File: config.mk
export PLATFORM = sky130hd
export DESIGN_NAME = amplitude_ramp_and_update_control
export DESIGN_NICKNAME = d
export VERILOG_FILES = /design/src/rtl/ramp_pkg.sv /design/src/rtl/amplitude_ramp_and_update_control.sv /design/src/rtl/edge_sense.sv
export SDC_FILE = /design/constraint.sdc
export NUM_CORES = 1
export LEC_CHECK = 0
export BUFFER_PORTS_ARGS = -buffer_cell sky130_fd_sc_hd__buf_2
export CELL_PAD_IN_SITES_DETAIL_PLACEMENT = 0
export CELL_PAD_IN_SITES_GLOBAL_PLACEMENT = 1
export CORE_MARGIN = 4
export CORE_UTILIZATION = 30
export DETAILED_ROUTE_END_ITERATION = 10
export GPL_TIMING_DRIVEN = 0
export PLACE_DENSITY_LB_ADDON = 0.15
export SLEW_MARGIN = 20
export SYNTH_ARGS = -nofsm -noshare
export SYNTH_HDL_FRONTEND = slang
export SYNTH_SLANG_ARGS = --single-unit
File: constraint.sdc
create_clock -name core_clk -period 17 [get_ports core_clk]
set_clock_uncertainty 0.15 [all_clocks]
set_input_delay 3.4 -clock core_clk [delete_from_list [all_inputs] [get_ports core_clk]]
set_output_delay 3.4 -clock core_clk [all_outputs]
set_load 0.005 [all_outputs]
File: src/rtl/ramp_pkg.sv
// Purpose: Shared constants for amplitude keying, profile select and update strobe control
// Assumes: Single 10 MHz core clock, registers written through a simple write port
// Notes: Buffered registers move to active copies on every update event
// What this block does
// - Keying works only in single tone mode
// - Keying disabled: ignore inputs, stop keying clocks
// - Auto-ramp select picks automatic or manual mode
// - Manual external: pin low zero, high scale
// - Ramp register: interval, maximum, step code fields
// - Auto mode: pin high up, low down
// - Step timer 16-bit at quarter core clock
// - Pin high: ramp from zero up to maximum
// - Pin low: ramp down to zero
// - Ramp output zero at reset, disabled, manual
// - Step code 00..11 gives 1,2,4,8
// - Ramp output never exceeds programmed maximum, except for one cycle after an update lowers it
// - Step timer reloads interval on each expiry
// - Reload timer on auto select rise, pin change
// - Reload-on-strobe bit restarts timer on updates
// - Three profile pins select one of eight
// - Strobe rising edge copies registers to active while internal update is off
// - Profile pin change also transfers register data
// - Internal update drives strobe pin, 12-cycle pulse
// - Rate bits divide quarter clock feeding counter
// - Repetition rate core clock over 2^A times B
// - Rate word 3 or less: pin held high
package ramp_pkg;
    localparam logic [4:0] CTRL_ADDR = 5'h01;
    localparam logic [4:0] RATE_ADDR = 5'h04;
    localparam logic [4:0] RAMP_ADDR = 5'h09;
    localparam logic [4:0] STATUS_ADDR = 5'h1f;
    // Control word two bit positions
    localparam int KEY_EN_BIT = 0;
    localparam int AUTO_SEL_BIT = 1;
    localparam int MAN_EXT_BIT = 2;
    localparam int RELOAD_BIT = 3;
    localparam int INT_UPD_BIT = 4;
    localparam int RATE_CODE_LSB = 5;
    localparam int CTRL_WIDTH = 7;
    // Ramp register fields
    localparam int INTERVAL_LSB = 16;
    localparam int MAX_LSB = 2;
    localparam int STEP_LSB = 0;
    // Reset values
    localparam logic [CTRL_WIDTH-1:0] CTRL_RESET = 7'h00;
    localparam logic [31:0] RAMP_RESET = 32'h0000_0000;
    localparam logic [31:0] RATE_RESET = 32'h0000_0000;
    localparam logic [13:0] FULL_SCALE = 14'h3fff;
    // Timing
    localparam int CORE_CLK_HZ = 10_000_000;
    localparam int QUARTER_DIV = 4;
    localparam logic [3:0] STROBE_PULSE_CYCLES = 4'hc;
    localparam logic [31:0] STATIC_RATE_MAX = 32'h0000_0003;
endpackage

File: src/rtl/amplitude_ramp_and_update_control.sv
// Purpose: Amplitude keying ramp, profile select capture and update strobe generation
// Assumes: All pins synchronous to core_clk; strobe pin split into in, out, enable
// Notes: Internal update period counts quarter-clock ticks divided by rate code
`timescale 1ns/1ns
`default_nettype none
module amplitude_ramp_and_update_control (
    // Clock and reset
    input wire logic core_clk,
    input wire logic rst,
    // Register write and read port
    input wire logic regWrite,
    input wire logic regRead,
    input wire logic [4:0] regAddr,
    input wire logic [31:0] regWdata,
    output logic [31:0] regRdata,
    // Mode and control pins
    input wire logic singleToneMode,
    input wire logic amplitudeKeying,
    input wire logic profile_select_bit2,
    input wire logic profile_select_bit1,
    input wire logic profile_select_bit0,
    // Update strobe pin
    input wire logic updatePinIn,
    output logic updatePinOut,
    output logic updatePinOe_n,
    // Results
    output logic [13:0] ampScale,
    output logic [13:0] rampAmp,
    output logic [2:0] activeProfile,
    output logic keyClockRun
);
    logic [ramp_pkg::CTRL_WIDTH-1:0] ctrlBuf_reg, ctrlBuf_next, ctrlAct_reg, ctrlAct_next;
    logic [31:0] rampBuf_reg, rampBuf_next, rampAct_reg, rampAct_next;
    logic [31:0] rateBuf_reg, rateBuf_next, rateAct_reg, rateAct_next;
    logic [2:0] profile_reg, profile_next;
    logic [31:0] rdata_reg, rdata_next;
    logic [2:0] profilePins;
    logic profChange, keyChange, extRise, updateEvt, intUpdate;
    logic keyEn, autoSel, manExt, reloadOnStrobe, intUpdEn, autoActive;
    logic [1:0] rateCode;
    logic [15:0] interval;
    logic [13:0] maxAmp;
    logic [4:0] stepInc;

    assign profilePins = {profile_select_bit2, profile_select_bit1, profile_select_bit0};

    edge_sense #(.WIDTH(3)) profileSense (
        .core_clk(core_clk),
        .rst(rst),
        .level(profilePins),
        .prevLevel(),
        .changed(profChange),
        .rose()
    );

    edge_sense #(.WIDTH(1)) keySense (
        .core_clk(core_clk),
        .rst(rst),
        .level(amplitudeKeying),
        .prevLevel(),
        .changed(keyChange),
        .rose()
    );

    edge_sense #(.WIDTH(1)) strobeSense (
        .core_clk(core_clk),
        .rst(rst),
        .level(updatePinIn),
        .prevLevel(),
        .changed(),
        .rose(extRise)
    );

    // Pin input only counts while nobody inside drives it
    assign updateEvt = (extRise && !intUpdEn) || intUpdate || profChange;

    assign keyEn = ctrlAct_reg[ramp_pkg::KEY_EN_BIT];
    assign autoSel = ctrlAct_reg[ramp_pkg::AUTO_SEL_BIT];
    assign manExt = ctrlAct_reg[ramp_pkg::MAN_EXT_BIT];
    assign reloadOnStrobe = ctrlAct_reg[ramp_pkg::RELOAD_BIT];
    assign intUpdEn = ctrlAct_reg[ramp_pkg::INT_UPD_BIT];
    assign rateCode = ctrlAct_reg[ramp_pkg::RATE_CODE_LSB +: 2];
    assign interval = rampAct_reg[ramp_pkg::INTERVAL_LSB +: 16];
    assign maxAmp = rampAct_reg[ramp_pkg::MAX_LSB +: 14];
    assign stepInc = 5'h01 << rampAct_reg[ramp_pkg::STEP_LSB +: 2];
    assign autoActive = singleToneMode && keyEn && autoSel;

    // Register file: buffered copies, active copies, read data
    always_comb begin
        ctrlBuf_next = ctrlBuf_reg;
        rampBuf_next = rampBuf_reg;
        rateBuf_next = rateBuf_reg;
        rdata_next = rdata_reg;
        if (regWrite) begin
            unique case (regAddr)
                ramp_pkg::CTRL_ADDR: ctrlBuf_next = regWdata[ramp_pkg::CTRL_WIDTH-1:0];
                ramp_pkg::RAMP_ADDR: rampBuf_next = regWdata;
                ramp_pkg::RATE_ADDR: rateBuf_next = regWdata;
                default: ;
            endcase
        end
        if (regRead) begin
            unique case (regAddr)
                ramp_pkg::CTRL_ADDR: rdata_next = {25'h0000000, ctrlBuf_reg};
                ramp_pkg::RAMP_ADDR: rdata_next = rampBuf_reg;
                ramp_pkg::RATE_ADDR: rdata_next = rateBuf_reg;
                ramp_pkg::STATUS_ADDR: rdata_next = {13'h0000, profile_reg, 2'h0, rampAmp};
                default: rdata_next = 32'h0000_0000;
            endcase
        end
        // Writes land in buffers only; active copies move on update
        ctrlAct_next = updateEvt ? ctrlBuf_reg : ctrlAct_reg;
        rampAct_next = updateEvt ? rampBuf_reg : rampAct_reg;
        rateAct_next = updateEvt ? rateBuf_reg : rateAct_reg;
        profile_next = profChange ? profilePins : profile_reg;
    end

    always_ff @(posedge core_clk or posedge rst) begin
        if (rst) begin
            ctrlBuf_reg <= ramp_pkg::CTRL_RESET;
            ctrlAct_reg <= ramp_pkg::CTRL_RESET;
            rampBuf_reg <= ramp_pkg::RAMP_RESET;
            rampAct_reg <= ramp_pkg::RAMP_RESET;
            rateBuf_reg <= ramp_pkg::RATE_RESET;
            rateAct_reg <= ramp_pkg::RATE_RESET;
            profile_reg <= 3'h0;
            rdata_reg <= 32'h0000_0000;
        end else begin
            ctrlBuf_reg <= ctrlBuf_next;
            ctrlAct_reg <= ctrlAct_next;
            rampBuf_reg <= rampBuf_next;
            rampAct_reg <= rampAct_next;
            rateBuf_reg <= rateBuf_next;
            rateAct_reg <= rateAct_next;
            profile_reg <= profile_next;
            rdata_reg <= rdata_next;
        end
    end

    assign regRdata = rdata_reg;
    assign activeProfile = profile_reg;

    // Keying: quarter-rate tick, step timer, ramp amplitude
    logic [1:0] keyPre_reg, keyPre_next;
    logic [15:0] stepTimer_reg, stepTimer_next;
    logic [13:0] ramp_reg, ramp_next, scale_reg, scale_next;
    logic keyTick, stepEvt, reloadEvt, autoSelRise;
    logic [14:0] upSum;

    // Prescaler held in reset when keying is off, so its clocks stop
    assign keyClockRun = singleToneMode && keyEn;
    assign keyTick = keyClockRun && (keyPre_reg == 2'(ramp_pkg::QUARTER_DIV - 1));
    assign stepEvt = keyTick && (stepTimer_reg <= 16'h0001);
    assign autoSelRise = updateEvt && ctrlBuf_reg[ramp_pkg::AUTO_SEL_BIT] && !autoSel;
    assign reloadEvt = autoSelRise || keyChange || (reloadOnStrobe && updateEvt);
    assign upSum = {1'b0, ramp_reg} + {10'h000, stepInc};

    always_comb begin
        keyPre_next = keyClockRun ? keyPre_reg + 2'h1 : 2'h0;
        stepTimer_next = stepTimer_reg;
        if (!keyClockRun) begin
            stepTimer_next = interval;
        end else if (reloadEvt) begin
            stepTimer_next = interval;
        end else if (keyTick) begin
            stepTimer_next = stepEvt ? interval : stepTimer_reg - 16'h0001;
        end
        ramp_next = ramp_reg;
        if (!autoActive) begin
            ramp_next = 14'h0000;
        end else if (ramp_reg > maxAmp) begin
            // Maximum lowered by an update: pull down first, so a down step cannot stay above it
            ramp_next = maxAmp;
        end else if (stepEvt) begin
            if (amplitudeKeying) begin
                ramp_next = (upSum > {1'b0, maxAmp}) ? maxAmp : upSum[13:0];
            end else begin
                ramp_next = (ramp_reg > {9'h000, stepInc}) ? ramp_reg - {9'h000, stepInc} : 14'h0000;
            end
        end
        if (!keyClockRun) begin
            scale_next = ramp_pkg::FULL_SCALE;
        end else if (autoSel) begin
            scale_next = ramp_next;
        end else if (manExt && !amplitudeKeying) begin
            scale_next = 14'h0000;
        end else begin
            scale_next = maxAmp;
        end
    end

    always_ff @(posedge core_clk or posedge rst) begin
        if (rst) begin
            keyPre_reg <= 2'h0;
            stepTimer_reg <= 16'h0000;
            ramp_reg <= 14'h0000;
            scale_reg <= ramp_pkg::FULL_SCALE;
        end else begin
            keyPre_reg <= keyPre_next;
            stepTimer_reg <= stepTimer_next;
            ramp_reg <= ramp_next;
            scale_reg <= scale_next;
        end
    end

    assign rampAmp = ramp_reg;
    assign ampScale = scale_reg;

    // Internal update generator
    logic [1:0] updPre_reg, updPre_next;
    logic [2:0] div_reg, div_next;
    logic [31:0] updCnt_reg, updCnt_next;
    logic [3:0] pulse_reg, pulse_next;
    logic pinOut_reg, pinOut_next;
    logic quarterTick, divTick, staticHigh;
    logic [2:0] divMask;
    logic [31:0] period;

    assign quarterTick = intUpdEn && (updPre_reg == 2'(ramp_pkg::QUARTER_DIV - 1));
    assign divMask = 3'((4'h1 << rateCode) - 4'h1);
    assign divTick = quarterTick && ((div_reg & divMask) == divMask);
    // Quarter clock ticks absorb the factor four of the rate word
    assign period = rateAct_reg >> 2;
    assign staticHigh = rateAct_reg <= ramp_pkg::STATIC_RATE_MAX;
    assign intUpdate = intUpdEn && !staticHigh && divTick && (updCnt_reg >= period - 32'h1);

    always_comb begin
        updPre_next = intUpdEn ? updPre_reg + 2'h1 : 2'h0;
        div_next = !intUpdEn ? 3'h0 : (quarterTick ? div_reg + 3'h1 : div_reg);
        updCnt_next = updCnt_reg;
        if (!intUpdEn || intUpdate) begin
            updCnt_next = 32'h0000_0000;
        end else if (divTick) begin
            updCnt_next = updCnt_reg + 32'h1;
        end
        pulse_next = 4'h0;
        if (intUpdate) begin
            pulse_next = ramp_pkg::STROBE_PULSE_CYCLES;
        end else if (pulse_reg != 4'h0) begin
            pulse_next = pulse_reg - 4'h1;
        end
        pinOut_next = intUpdEn && (staticHigh || pulse_next != 4'h0);
    end

    always_ff @(posedge core_clk or posedge rst) begin
        if (rst) begin
            updPre_reg <= 2'h0;
            div_reg <= 3'h0;
            updCnt_reg <= 32'h0000_0000;
            pulse_reg <= 4'h0;
            pinOut_reg <= 1'b0;
        end else begin
            updPre_reg <= updPre_next;
            div_reg <= div_next;
            updCnt_reg <= updCnt_next;
            pulse_reg <= pulse_next;
            pinOut_reg <= pinOut_next;
        end
    end

    assign updatePinOut = pinOut_reg;
    assign updatePinOe_n = !intUpdEn;
endmodule
`default_nettype wire

File: src/rtl/edge_sense.sv
// Purpose: Combinational change detector for synchronous pin groups, rising-edge detector on bit 0 only
// Assumes: Inputs already synchronous to the clock
// Notes: No latency from pin to pulse; the pin is compared with its registered level from the last cycle
`timescale 1ns/1ns
`default_nettype none
module edge_sense #(
    parameter int WIDTH = 1
) (
    // Clock and reset
    input wire logic core_clk,
    input wire logic rst,
    // Sensed level and events
    input wire logic [WIDTH-1:0] level,
    output logic [WIDTH-1:0] prevLevel,
    output logic changed,
    output logic rose
);
    logic [WIDTH-1:0] prev_reg;
    logic [WIDTH-1:0] prev_next;

    always_comb begin
        prev_next = level;
    end

    always_ff @(posedge core_clk or posedge rst) begin
        if (rst) begin
            prev_reg <= '0;
        end else begin
            prev_reg <= prev_next;
        end
    end

    assign prevLevel = prev_reg;
    assign changed = (level != prev_reg);
    assign rose = level[0] && !prev_reg[0];
endmodule
`default_nettype wire

# [Yosys cells after proc, flatten, opt, wreduce, memory -nomap -nowiden]
# Cells that the tools add are included.
[word_totals] ff_bits=270 input_bits=47 output_inout_bits=66 wordCells=105
[classes] add_sub_neg=10 magnitude_cmp=6 n_eq_ne=11 n_shift=2 n_mux=22 bitwise_logic=1 reduce_logical=33
[ops] operator="$pmux 32 s4" n=1
[ops] operator="$mux 14" n=9
[ops] operator="$mux 16" n=4
[ops] operator="$mux 32" n=2
[ops] operator="$add 32x1->32 const B" n=1
[ops] operator="$ge 32x32->1" n=1
[ops] operator="$le 32x2->1 const B" n=1
[ops] operator="$sub 30x1->31 const B" n=1
[ops] operator="$le 16x1->1 const B" n=1
[ops] operator="$logic_and 1x1->1" n=16
[ops] operator="$sub 16x1->16 const B" n=1
[ops] operator="$add 14x5->15" n=1
[ops] operator="$gt 15x14->1" n=1
[ops] operator="$gt 14x14->1" n=1
[ops] operator="$gt 14x5->1" n=1
[ops] operator="$sub 14x5->14" n=1
[ops] operator="$mux 4" n=2
[ops] operator="$reduce_bool 4->1" n=2
[ops] operator="$logic_or 1x1->1" n=6
[ops] operator="$mux 3" n=2
[ops] operator="$reduce_and 2->1" n=3
[ops] operator="$eq 5x1->1 const B" n=1
[ops] operator="$eq 5x3->1 const B" n=1
[ops] operator="$eq 5x4->1 const B" n=1
[ops] operator="other kinds (17)" n=24

# [Logic depth before layout (Yosys ltp)]
# Gate-level depths: netlist (run 1).
[depth] depth_word=15 depth_mapped=19 mapped_depth_nobuf=17

# [By module]
# A second synthesis (run 1) with hierarchy kept.
[unflattened] cells_unflattened=1420 area_unflattened_um2=14742.9
[modules_own_cells] module="amplitude_ramp_and_update_control" n_inst=1 cells_each=1401 area_per_inst_um2=14527.7 seq_area_each_um2=6648.9
[modules_own_cells] module="edge_sense (profileSense)" n_inst=1 cells_each=9 area_per_inst_um2=117.6 seq_area_each_um2=75.1
[modules_own_cells] module="edge_sense (keySense ...)" n_inst=2 cells_each=5 area_per_inst_um2=48.8 seq_area_each_um2=25.0

# [Least setup slack after synthesis (run 1)]
# Ideal clock, no wire load.
[synth_timing] path_type="input to output" from="input port singleToneMode" to="output port keyClockRun" arrival_ps=3771 t_required_ps=13450 path_slack_ps=9679 stages=2 path_buffers=0 cell_sequence="nand2_1 -> clkinv_1"
[synth_between] elab_chain_len=1
[synth_rtl] element="start, declared" line="amplitude_ramp_and_update_control.sv:17" source="input wire logic singleToneMode,"
[synth_rtl] element="$logic_and 1x1->1" line="amplitude_ramp_and_update_control.sv:151" source="assign keyClockRun = singleToneMode && keyEn;"
[synth_rtl] element="end, declared" line="amplitude_ramp_and_update_control.sv:30" source="output logic keyClockRun"
# Every way passes these cells.

# [Worst setup path in the final report (run 1)]
# Ends and elaborated chain as after synthesis.

==> flow_metrics.py, run 1 <==
metrics = {
    "critical_path": {
        "worstSetupStartpoint": "singleToneMode",
        "cp_max_fo": 8,
        "worstSetupPathType": "in2out",
        "r2r_cells": 15,
        "cp-start-kind": "input pin",
        "end_kind": "output pin",
        "r2r_end": "ctrlAct_reg[1]$_DFFE_PP0N_",
        "reg2reg_from": "rateAct_reg[10]$_DFFE_PP0N_",
        "regToRegSetupSlack_ns": 11.26,
        "worstPathArrival_ns": 4.56,
        "required_ns": 13.45,
    },
    "hold_path": {
        "hold_start": "updPre_reg[0]$_DFF_PP0_",
        "min_to": "updPre_reg[0]$_DFF_PP0_",
        "holdPathStages": 1,
        "min_path_type": "reg2reg",
    },
    "drt": {
        "drt_iter0_drc": 646,
        "dr.pass1.iters": 5,
        "wl_per_cell_um": 20.9,
        "ant_nets": 0,
        "drc_errors": 0,
        "viasPerCell": 5.04,
        "vias": 11300,
        "drt_wl_total_um": 46900,
    },
    "synth": {
        "netlist_area_um2": 14800,
        "synthesis.nets": 1536,
        "ys_seq_area_share_pct": 45.9,
        "synthFlopType": "dfrtp_1",
        "synth.distinct_cells": 76,
        "async_flop_share_pct": 100,
        "synth_top_area_share_pct": 43.4,
        "synth_cells": 1410,
        "ys_warn_count": 0,
        "synth_xor_area_share_pct": 4.51,
        "yosysMostFrequentCell": "dfrtp_1",
        "syn_avg_cell_area_um2": 10.5,
        "ys_seq_elements": 270,
        "synth_fa_ha_area_share_pct": 6.80,
        "synth_common_cells": "256 x dfrtp_1, 104 x nand2_1, 103 x nor2_1, 83 x a21oi_1, 79 x mux2_2",
        "synthTopCellsByArea": "dfrtp_1 43%, ha_1 6.5%, mux2_2 6.0%, mux2_4 4.9%, a21oi_1 2.8%",
        "netlist.top_cell.by_area": "dfrtp_1",
        "synth.area.mux_share_pct": 11.6,
        "synth_simple_gate_area_share_pct": 12.9,
        "synth_compound_area_share_pct": 14.4,
        "synth_top_family_by_area": "compound AO/OA/AOI/OAI gates",
        "synth_edf_count": 0,
    },
    "sta": {
        "relSlewSlack_pct": 31.6,
        "final.setup.tns_ns": 0,
        "setup_viol": 0,
        "whs_ns": 0.274,
        "fin_crit_ns": 8.11,
        "rsz0062_at_grt": "false",
        "worstMarginPinSlew_ns": 1.02,
        "final.period_utilization_pct": 47.7,
        "timing.fmax_mhz": 123,
        "slew_viol_final": 0,
        "final_hold_viol_count": 0,
    },
    "power": {
        "internal-power_mw": 1.35,
        "power_mw": 1.95,
        "p_leak_nw": 7.79,
        "pwr-share-seq_pct": 42.4,
        "p_sw_mw": 0.606,
        "p_per_area_nw_per_um2": 113,
        "p_sw_share_pct": 31.0,
        "peakVddDrop_mv": 0.0563,
        "power_frac_clock_pct": 36.9,
        "combPwrFrac_pct": 20.6,
    },
    "clock_network": {
        "post_cts_buffers": 0,
        "cts_hold_buf": 0,
        "cts_resized": 0,
        "cts_tree": "yes",
        "cts_made_buffers": 34,
        "clk_pin_slew_worst_paths_ns": 0.05,
        "clkLatencyLatePin_ns": 0.53,
        "clockBufferDepth": 3,
        "clock_sinks": 270,
        "cts_root_buffer": "clkbuf_16",
        "ctsHtreeMaxLevel": 2,
    },
    "placed_design": {
        "gp_congestion": 0.882,
        "place_hpwl_um": 35800,
        "portBuffers": 110,
    },
    "die": {
        "num_rows": 81,
        "ios": 113,
        "die_w_um": 230,
        "die_h_um": 230,
        "coreArea_um2": 48700,
        "die_area_um2": 52800,
        "start_util_pct": 30.3,
    },
    "cells_and_area": {
        "finalNetCount": 1684,
        "area_growth_syn_to_layout_pct": 17.3,
        "drive_above_1_share_pct": 22.1,
        "nFillCells": 4951,
    },
    "global_routing": {
        "grtUsageTotal_pct": 17.5,
        "grt_max_degree": 95,
        "globalRouteOverflowTotal": 0,
        "grt_pass1_wl_um": 71500,
        "grt_pass1_vias": 11400,
        "antenna_found_initial": 9,
    },
    "flow_run": {
        "max-cap-violations": 0,
    },
    "run_status": {
        "status": "finished, final reports clean",
    },
}
## how the worst max path moves through the flow
stage / to / slack [ns] / depth (start not counted)
after floorplan: activeProfile[0]$_DFFE_PP0P_ / 6.03 / 1
after global placement: rampAmp[8]$_DFF_PP0_ / 2.21 / 2
after detailed placement: keyClockRun / 8.91 / 4
after CTS: keyClockRun / 8.91 / 4
after global routing: keyClockRun / 8.83 / 4
final: keyClockRun / 8.89 / 4
## layout by cell type (no fill, tap or decap), types with 11 or more instances in the layout
master     Yosys  routed
or3_1         13      13
o21ai_1       19      19
clkbuf_16      0      35
a21oi_1       83      83
clkbuf_1      32      36
dfstp_2       14      14
xnor2_1       40      40
dfrtp_1      256     256
nor3_1        35      35
buf_2         11     121
nor4_1        14      14
nand4_1       15      15
a22oi_1       17      17
ha_1          77      77
a22o_1        23      23
nand2_1      104     104
nor2_1       103     102
o22ai_1       32      32
o21ai_0       62      62
mux2_4        48      48
inv_1         73      72
nand2b_1      11      11
xor2_1        36      36
nand3_1       34      34
mux2_2        79      79
## power groups by stage
stage / registers (mW) / logic (mW) / clock network (mW)
final: 0.829 / 0.403 / 0.721
after CTS: 0.831 / 0.407 / 0.748
after detailed placement: 0.842 / 0.404 / 0
after global routing: 0.842 / 0.453 / 0.770
after global placement: 0.841 / 0.401 / 0
after floorplan: 0.803 / 0.298 / 0
## cell type report
type                            count  area, um2  area share [%]
Timing Repair Buffer              112        606            3.50
Antenna cell                        1       2.50          0.0145
Inverter                           74        285            1.65
Buffer                             61        299            1.73
Tap cell                          664        831            4.80
Multi-Input combinational cell   1005       7410            42.8
Clock inverter                     11       91.3           0.528
Sequential cell                   270       6770            39.1
Clock buffer                       48       1010            5.86
## routing by layer
metal / GRT usage [%] / vias to the layer above / part of all wire, %
met5: 0 / - / 0.20
met4: 5.44 / 16 / 3.0
met2: 26.2 / 224 / 43
met1: 25.0 / 5593 / 49
met3: 4.06 / 81 / 5.7
li1: - / 5416 / -
## critical path, cell delays in order
cell and delay [ns]:
buf_2 0.12, nand2_1 0.27, clkinv_1 0.48, buf_2 0.29
## cells by family after synthesis
logic type                 Yosys count
adders and majority gates           79
DFF                                270
and+or+nand+nor                    384
AOI/OAI and AO/OA                  329
buffers and inverters              135
muxes                              137
xor gates and xnor gates            76
## through the flow
step	cells	setup slack, ns	instance area, um2	util, %
CTS	2245	8.91	17300	35.5
global placement	2184	2.21	16100	33.1
finish	2246	8.89	17300	35.5
global route	2245	8.83	17300	35.5
floorplan	1410	6.03	14800	-
detailed placement	2186	8.91	16200	33.2
(Power assumes the default switching activity.)
==> run 2, diff against run 1 <==
clock period = 7.6 ns   (was 17 ns; I/O delays follow)
==> run 2 against run 1 <==
  * First-iteration DRC count decreased by 10%
  * Total power increased by 130%
  * Sequential cell count unchanged
  * Hold slack improved by 0.0015 ns
  * Cell area increased by 1.2%
  * Non-clock buffer count increased by 8
  * Register-to-register slack got worse by 9.4 ns
  * Wire length increased by 2.0%
  * Combinational power increased by 130%
  * Critical endpoint is now updCnt_reg[8]$_DFFE_PP0P_
==> flow_metrics.py, run 2 (synthesis results as in run 1) <==
metrics = {
    "clock_network": {
        "cts_made_buffers": 34,
        "post_cts_buffers": 0,
        "cts_resized": 0,
        "cts_tree": "yes",
        "clock_sinks": 270,
        "clockBufferDepth": 3,
        "ctsHtreeMaxLevel": 2,
        "cts_root_buffer": "clkbuf_16",
        "clk_pin_slew_worst_paths_ns": 0.06,
        "cts_hold_buf": 0,
        "clkLatencyLatePin_ns": 0.54,
    },
    "sta": {
        "timing.fmax_mhz": 174,
        "setup_viol": 0,
        "final_hold_viol_count": 0,
        "relSlewSlack_pct": 34.1,
        "fin_crit_ns": 5.75,
        "final.period_utilization_pct": 75.7,
        "slew_viol_final": 0,
        "final.setup.tns_ns": 0,
        "rsz0062_at_grt": "false",
        "worstMarginPinSlew_ns": 0.981,
        "fin_ws_ns": 1.85,
    },
    "critical_path": {
        "r2r_cells": 15,
        "critical_path.slowest_cell": "nor4_1",
        "cp_max_fo": 10,
        "r2r_end": "updCnt_reg[8]$_DFFE_PP0P_",
        "worstPathArrival_ns": 6.00,
        "worstSetupPathType": "reg2reg",
        "end_kind": "flip-flop",
        "regToRegSetupSlack_ns": 1.85,
        "endpoint": "updCnt_reg[8]$_DFFE_PP0P_",
        "reg2reg_from": "rateAct_reg[10]$_DFFE_PP0N_",
        "crit_chain": "or4_4 -> or3_1 -> or4_1 -> nor4_2 -> nand2_1 -> xor2_1 -> ha_1 -> nand4_1 -> nor4_1 -> a221oi_1 -> nand3_1 -> a31oi_1 -> o21ai_1 -> clkbuf_1 -> nor2_1",
        "critPathMaxStageDelay_ns": 0.64,
        "required_ns": 7.84,
        "cp-start-kind": "flip-flop",
        "worstSetupStartpoint": "rateAct_reg[10]$_DFFE_PP0N_",
    },
    "global_routing": {
        "grt_pass1_vias": 11700,
        "globalRouteOverflowTotal": 0,
        "grtUsageTotal_pct": 17.8,
        "grt_max_degree": 33,
        "antenna_found_initial": 9,
        "grt_pass1_wl_um": 72900,
    },
    "drt": {
        "drc_errors": 0,
        "ant_nets": 0,
        "dr.pass1.iters": 5,
        "vias": 11500,
        "drt_iter0_drc": 579,
        "viasPerCell": 5.10,
        "wl_per_cell_um": 21.2,
        "drt_wl_total_um": 47800,
    },
    "hold_path": {
        "hold_start": "updPre_reg[0]$_DFF_PP0_",
        "min_path_type": "reg2reg",
    },
    "cells_and_area": {
        "multi_input_area_um2": 7410,
        "seq_area_um2": 6770,
        "finalNetCount": 1692,
        "area_growth_syn_to_layout_pct": 18.7,
        "drive_above_1_share_pct": 22.6,
        "final_core_util_pct": 35.9,
        "mostFrequentLayoutCells": "256 x dfrtp_1, 121 x buf_2, 104 x nand2_1",
        "nFillCells": 4929,
        "layout_commonest_cell": "dfrtp_1",
    },
    "placed_design": {
        "place_hpwl_um": 36600,
        "portBuffers": 110,
        "dp_slack_ns": 1.88,
        "gp_congestion": 0.858,
    },
    "die": {
        "coreArea_um2": 48700,
        "ios": 113,
        "die_area_um2": 52800,
        "die_w_um": 230,
        "die_h_um": 230,
        "start_util_pct": 30.3,
        "num_rows": 81,
    },
    "flow_run": {
        "max-cap-violations": 0,
    },
    "run_status": {
        "status": "finished, final reports clean",
    },
    "power": {
        "p_leak_nw": 7.89,
        "power_mw": 4.45,
        "p_per_area_nw_per_um2": 254,
        "peakVddDrop_mv": 0.151,
    },
}
## run 2: metrics by stage
step                instance area (um2)  hold slack, ns  cells
floorplan                         14800           0.253   1410
global placement                  16100           0.266   2184
detailed placement                16400           0.268   2194
CTS                               17500           0.276   2256
global route                      17500           0.290   2256
finish                            17500           0.276   2258
## run 2: worst max-delay path, delay by kind of cell, from the launching register on
family | cells | cell delay [ns]
buffers and inverters | 1 | 0.50
xor gates and xnor gates | 1 | 0.17
DFF | 1 | 0.44
AOI/OAI and AO/OA | 3 | 0.90
adders and majority gates | 1 | 0.28
and+or+nand+nor | 9 | 3.16
## run 2: report_power, final
| part | switching, mW | total, mW | internal (mW) |
|---|---|---|---|
| Sequential | 0.203 | 1.85 | 1.65 |
| Combinational | 0.511 | 0.925 | 0.414 |
| Clock | 0.667 | 1.67 | 1.00 |
| Total | 1.38 | 4.45 | 3.06 |
## run 2: cell type report
class | count | area share [%]
antenna | 2 | 0.0286
buffer | 61 | 1.71
clock buffer | 47 | 5.79
clock inverter | 15 | 0.772
inverter | 74 | 1.61
multi-input combinational | 1005 | 42.3
sequential | 270 | 38.7
tap | 664 | 4.74
timing repair buffer | 120 | 4.37
## run 2: how the worst min path moves through the flow
stage	endpoint	cells after the start
after floorplan	updPre_reg[0]$_DFF_PP0_	1
after detailed placement	updPre_reg[0]$_DFF_PP0_	1
after global placement	updPre_reg[0]$_DFF_PP0_	1
final	updPre_reg[0]$_DFF_PP0_	1
after global routing	updPre_reg[0]$_DFF_PP0_	1
after CTS	updPre_reg[0]$_DFF_PP0_	1
## run 2: routing by layer
metal | share of wire, % | up-vias | track usage [%]
met5 | 0.16 | - | 0
met4 | 2.4 | 14 | 5.07
met3 | 5.9 | 74 | 4.26
met2 | 44 | 298 | 27.3
met1 | 48 | 5701 | 25.3
li1 | - | 5423 | -
==> run 3, diff against run 2 <==
clock period = 4.9 ns   (was 7.6 ns; I/O delays follow)
==> run 3 against run 2 <==
  * Wire length increased by 0.83%
  * Sequential cell count unchanged
  * Core utilization increased by 0.82 points
  * Maximum frequency increased by 21%
  * Critical path type unchanged
  * Critical endpoint is now rampAmp[11]$_DFF_PP0_
  * Largest power group unchanged
==> flow_metrics.py, run 3 (synthesis results as in run 1) <==
metrics = {
    "critical_path": {
        "worstSetupPathType": "reg2reg",
        "reg2reg_from": "rampAct_reg[1]$_DFFE_PP0N_",
        "required_ns": 5.14,
        "worstPathArrival_ns": 4.98,
        "r2r_end": "rampAmp[11]$_DFF_PP0_",
        "end_kind": "flip-flop",
        "r2r_cells": 16,
        "cp_max_fo": 5,
        "regToRegSetupSlack_ns": 0.16,
        "cp-start-kind": "flip-flop",
    },
    "die": {
        "ios": 113,
        "die_h_um": 230,
        "num_rows": 81,
        "die_area_um2": 52800,
        "coreArea_um2": 48700,
        "die_w_um": 230,
        "start_util_pct": 30.3,
    },
    "global_routing": {
        "grt_pass1_wl_um": 73300,
        "grtUsageTotal_pct": 17.9,
        "grt_pass1_vias": 11700,
        "antenna_found_initial": 9,
        "globalRouteOverflowTotal": 0,
        "grt_max_degree": 33,
    },
    "cells_and_area": {
        "layout_commonest_cell": "dfrtp_1",
        "finalNetCount": 1713,
        "drive_above_1_share_pct": 25.5,
        "nFillCells": 4911,
        "area_growth_syn_to_layout_pct": 21.4,
        "seq_area_um2": 6770,
        "instances_no_fill": 2279,
        "multi_input_area_um2": 7570,
        "mostFrequentLayoutCells": "256 x dfrtp_1, 119 x buf_2, 102 x nor2_1",
        "final_design_area_no_fill_um2": 17900,
    },
    "sta": {
        "fin_ws_ns": 0.158,
        "final_hold_viol_count": 0,
        "fin_crit_ns": 4.74,
        "worstMarginPinSlew_ns": 0.938,
        "timing.fmax_mhz": 211,
        "rsz0062_at_grt": "true",
        "setup_viol": 0,
        "final.setup.tns_ns": 0,
        "relSlewSlack_pct": 37.0,
        "slew_viol_final": 0,
        "final.period_utilization_pct": 96.8,
    },
    "clock_network": {
        "clock_sinks": 270,
        "cts_tree": "yes",
        "cts_made_buffers": 34,
        "cts_hold_buf": 0,
        "clkLatencyLatePin_ns": 0.54,
        "clk_pin_slew_worst_paths_ns": 0.06,
        "ctsHtreeMaxLevel": 2,
        "cts_root_buffer": "clkbuf_16",
        "clockBufferDepth": 3,
    },
    "drt": {
        "dr.pass1.iters": 5,
        "ant_nets": 0,
        "vias": 11500,
        "drt_iter0_drc": 653,
        "drt_wl_total_um": 48200,
        "viasPerCell": 5.06,
        "drc_errors": 0,
        "wl_per_cell_um": 21.1,
    },
    "run_status": {
        "status": "finished, final reports clean",
    },
    "hold_path": {
        "min_path_type": "in2async",
    },
    "placed_design": {
        "place_hpwl_um": 36600,
        "dp_slack_ns": -0.816,
        "gp_congestion": 0.858,
        "portBuffers": 110,
        "dpl_cell_area_um2": 16400,
        "dp_cells": 2194,
    },
    "power": {
        "p_leak_nw": 8.11,
        "peakVddDrop_mv": 0.235,
        "p_per_area_nw_per_um2": 389,
    },
    "flow_run": {
        "max-cap-violations": 0,
    },
}
==> run 3: layer usage <==
| layer | GRT usage, % | routed length (um) | vias to the layer above |
|---|---|---|---|
| met2 | 27.4 | 21100 | 267 |
| met4 | 5.05 | 1070 | 14 |
| met5 | 0 | 77 | - |
| li1 | - | - | 5481 |
| met3 | 4.27 | 2640 | 70 |
| met1 | 25.4 | 23300 | 5711 |
==> run 3: layout make-up <==
| cell class | instances | area share (%) |
|---|---|---|
| multi-input cells | 1005 | 42.3 |
| clock inverters | 15 | 0.754 |
| inverters | 74 | 1.57 |
| flip-flops and latches | 270 | 37.8 |
| plain buffers | 58 | 1.66 |
| diodes | 2 | 0.0279 |
| repair buffers | 144 | 5.61 |
| clock buffers | 47 | 5.66 |
| well taps | 664 | 4.64 |
==> run 3: worst max-delay path: stages, from the launching register on <==
cell      delay (ns)
dfrtp_1         0.42
nand2b_1        0.27
ha_1            0.37
nor2b_1         0.18
o21ai_1         0.24
a21oi_2         0.26
nand3_1         0.14
xnor2_2         0.27
ha_1            0.32
a21oi_1         0.18
o211ai_1        0.11
a211o_1         0.31
or3_1           0.36
nand2_2         0.17
mux2_2          0.35
a221oi_1        0.37
a21oi_1         0.12
==> run 3: report_power, final <==
part	switching, mW	internal [mW]	total (mW)
Clock	1.03	1.56	2.59
Combinational	0.820	0.692	1.51
Sequential	0.318	2.55	2.87
Total	2.17	4.80	6.97
==> run 3: worst max-delay path by stage <==
stage,to,slack (ns),start
finish,rampAmp[11]$_DFF_PP0_,0.16,rampAct_reg[1]$_DFFE_PP0N_
global route,updatePinOut$_DFF_PP0_,-0.03,rateAct_reg[12]$_DFFE_PP0N_
floorplan,activeProfile[0]$_DFFE_PP0P_,0.21,rst
global placement,rampAmp[7]$_DFF_PP0_,-1.85,rst
CTS,rampAct_reg[27]$_DFFE_PP0N_,0.002,rateAct_reg[10]$_DFFE_PP0N_
detailed placement,rampAct_reg[3]$_DFFE_PP0N_,-0.82,rateAct_reg[10]$_DFFE_PP0N_
==> run 3: timing repair <==
action / 4_1_cts / 5_1_grt
setup endpoints to repair: 142 / 138
gates resized for setup: 20 / 32
gates cloned: 0 / 2
setup buffers: 12 / 10
hold endpoints to repair: 0 / 0
pin swaps: 9 / 25
==> run 3: through the flow <==
step	utilization, %	power [mW]	hold slack [ns]
6_report	36.7	6.97	0.276
2_1_floorplan	-	3.82	0.253
4_1_cts	36.3	7.05	0.247
3_3_place_gp	33.1	4.31	0.266
3_5_place_dp	33.6	4.35	0.268
5_1_grt	36.7	7.36	0.275
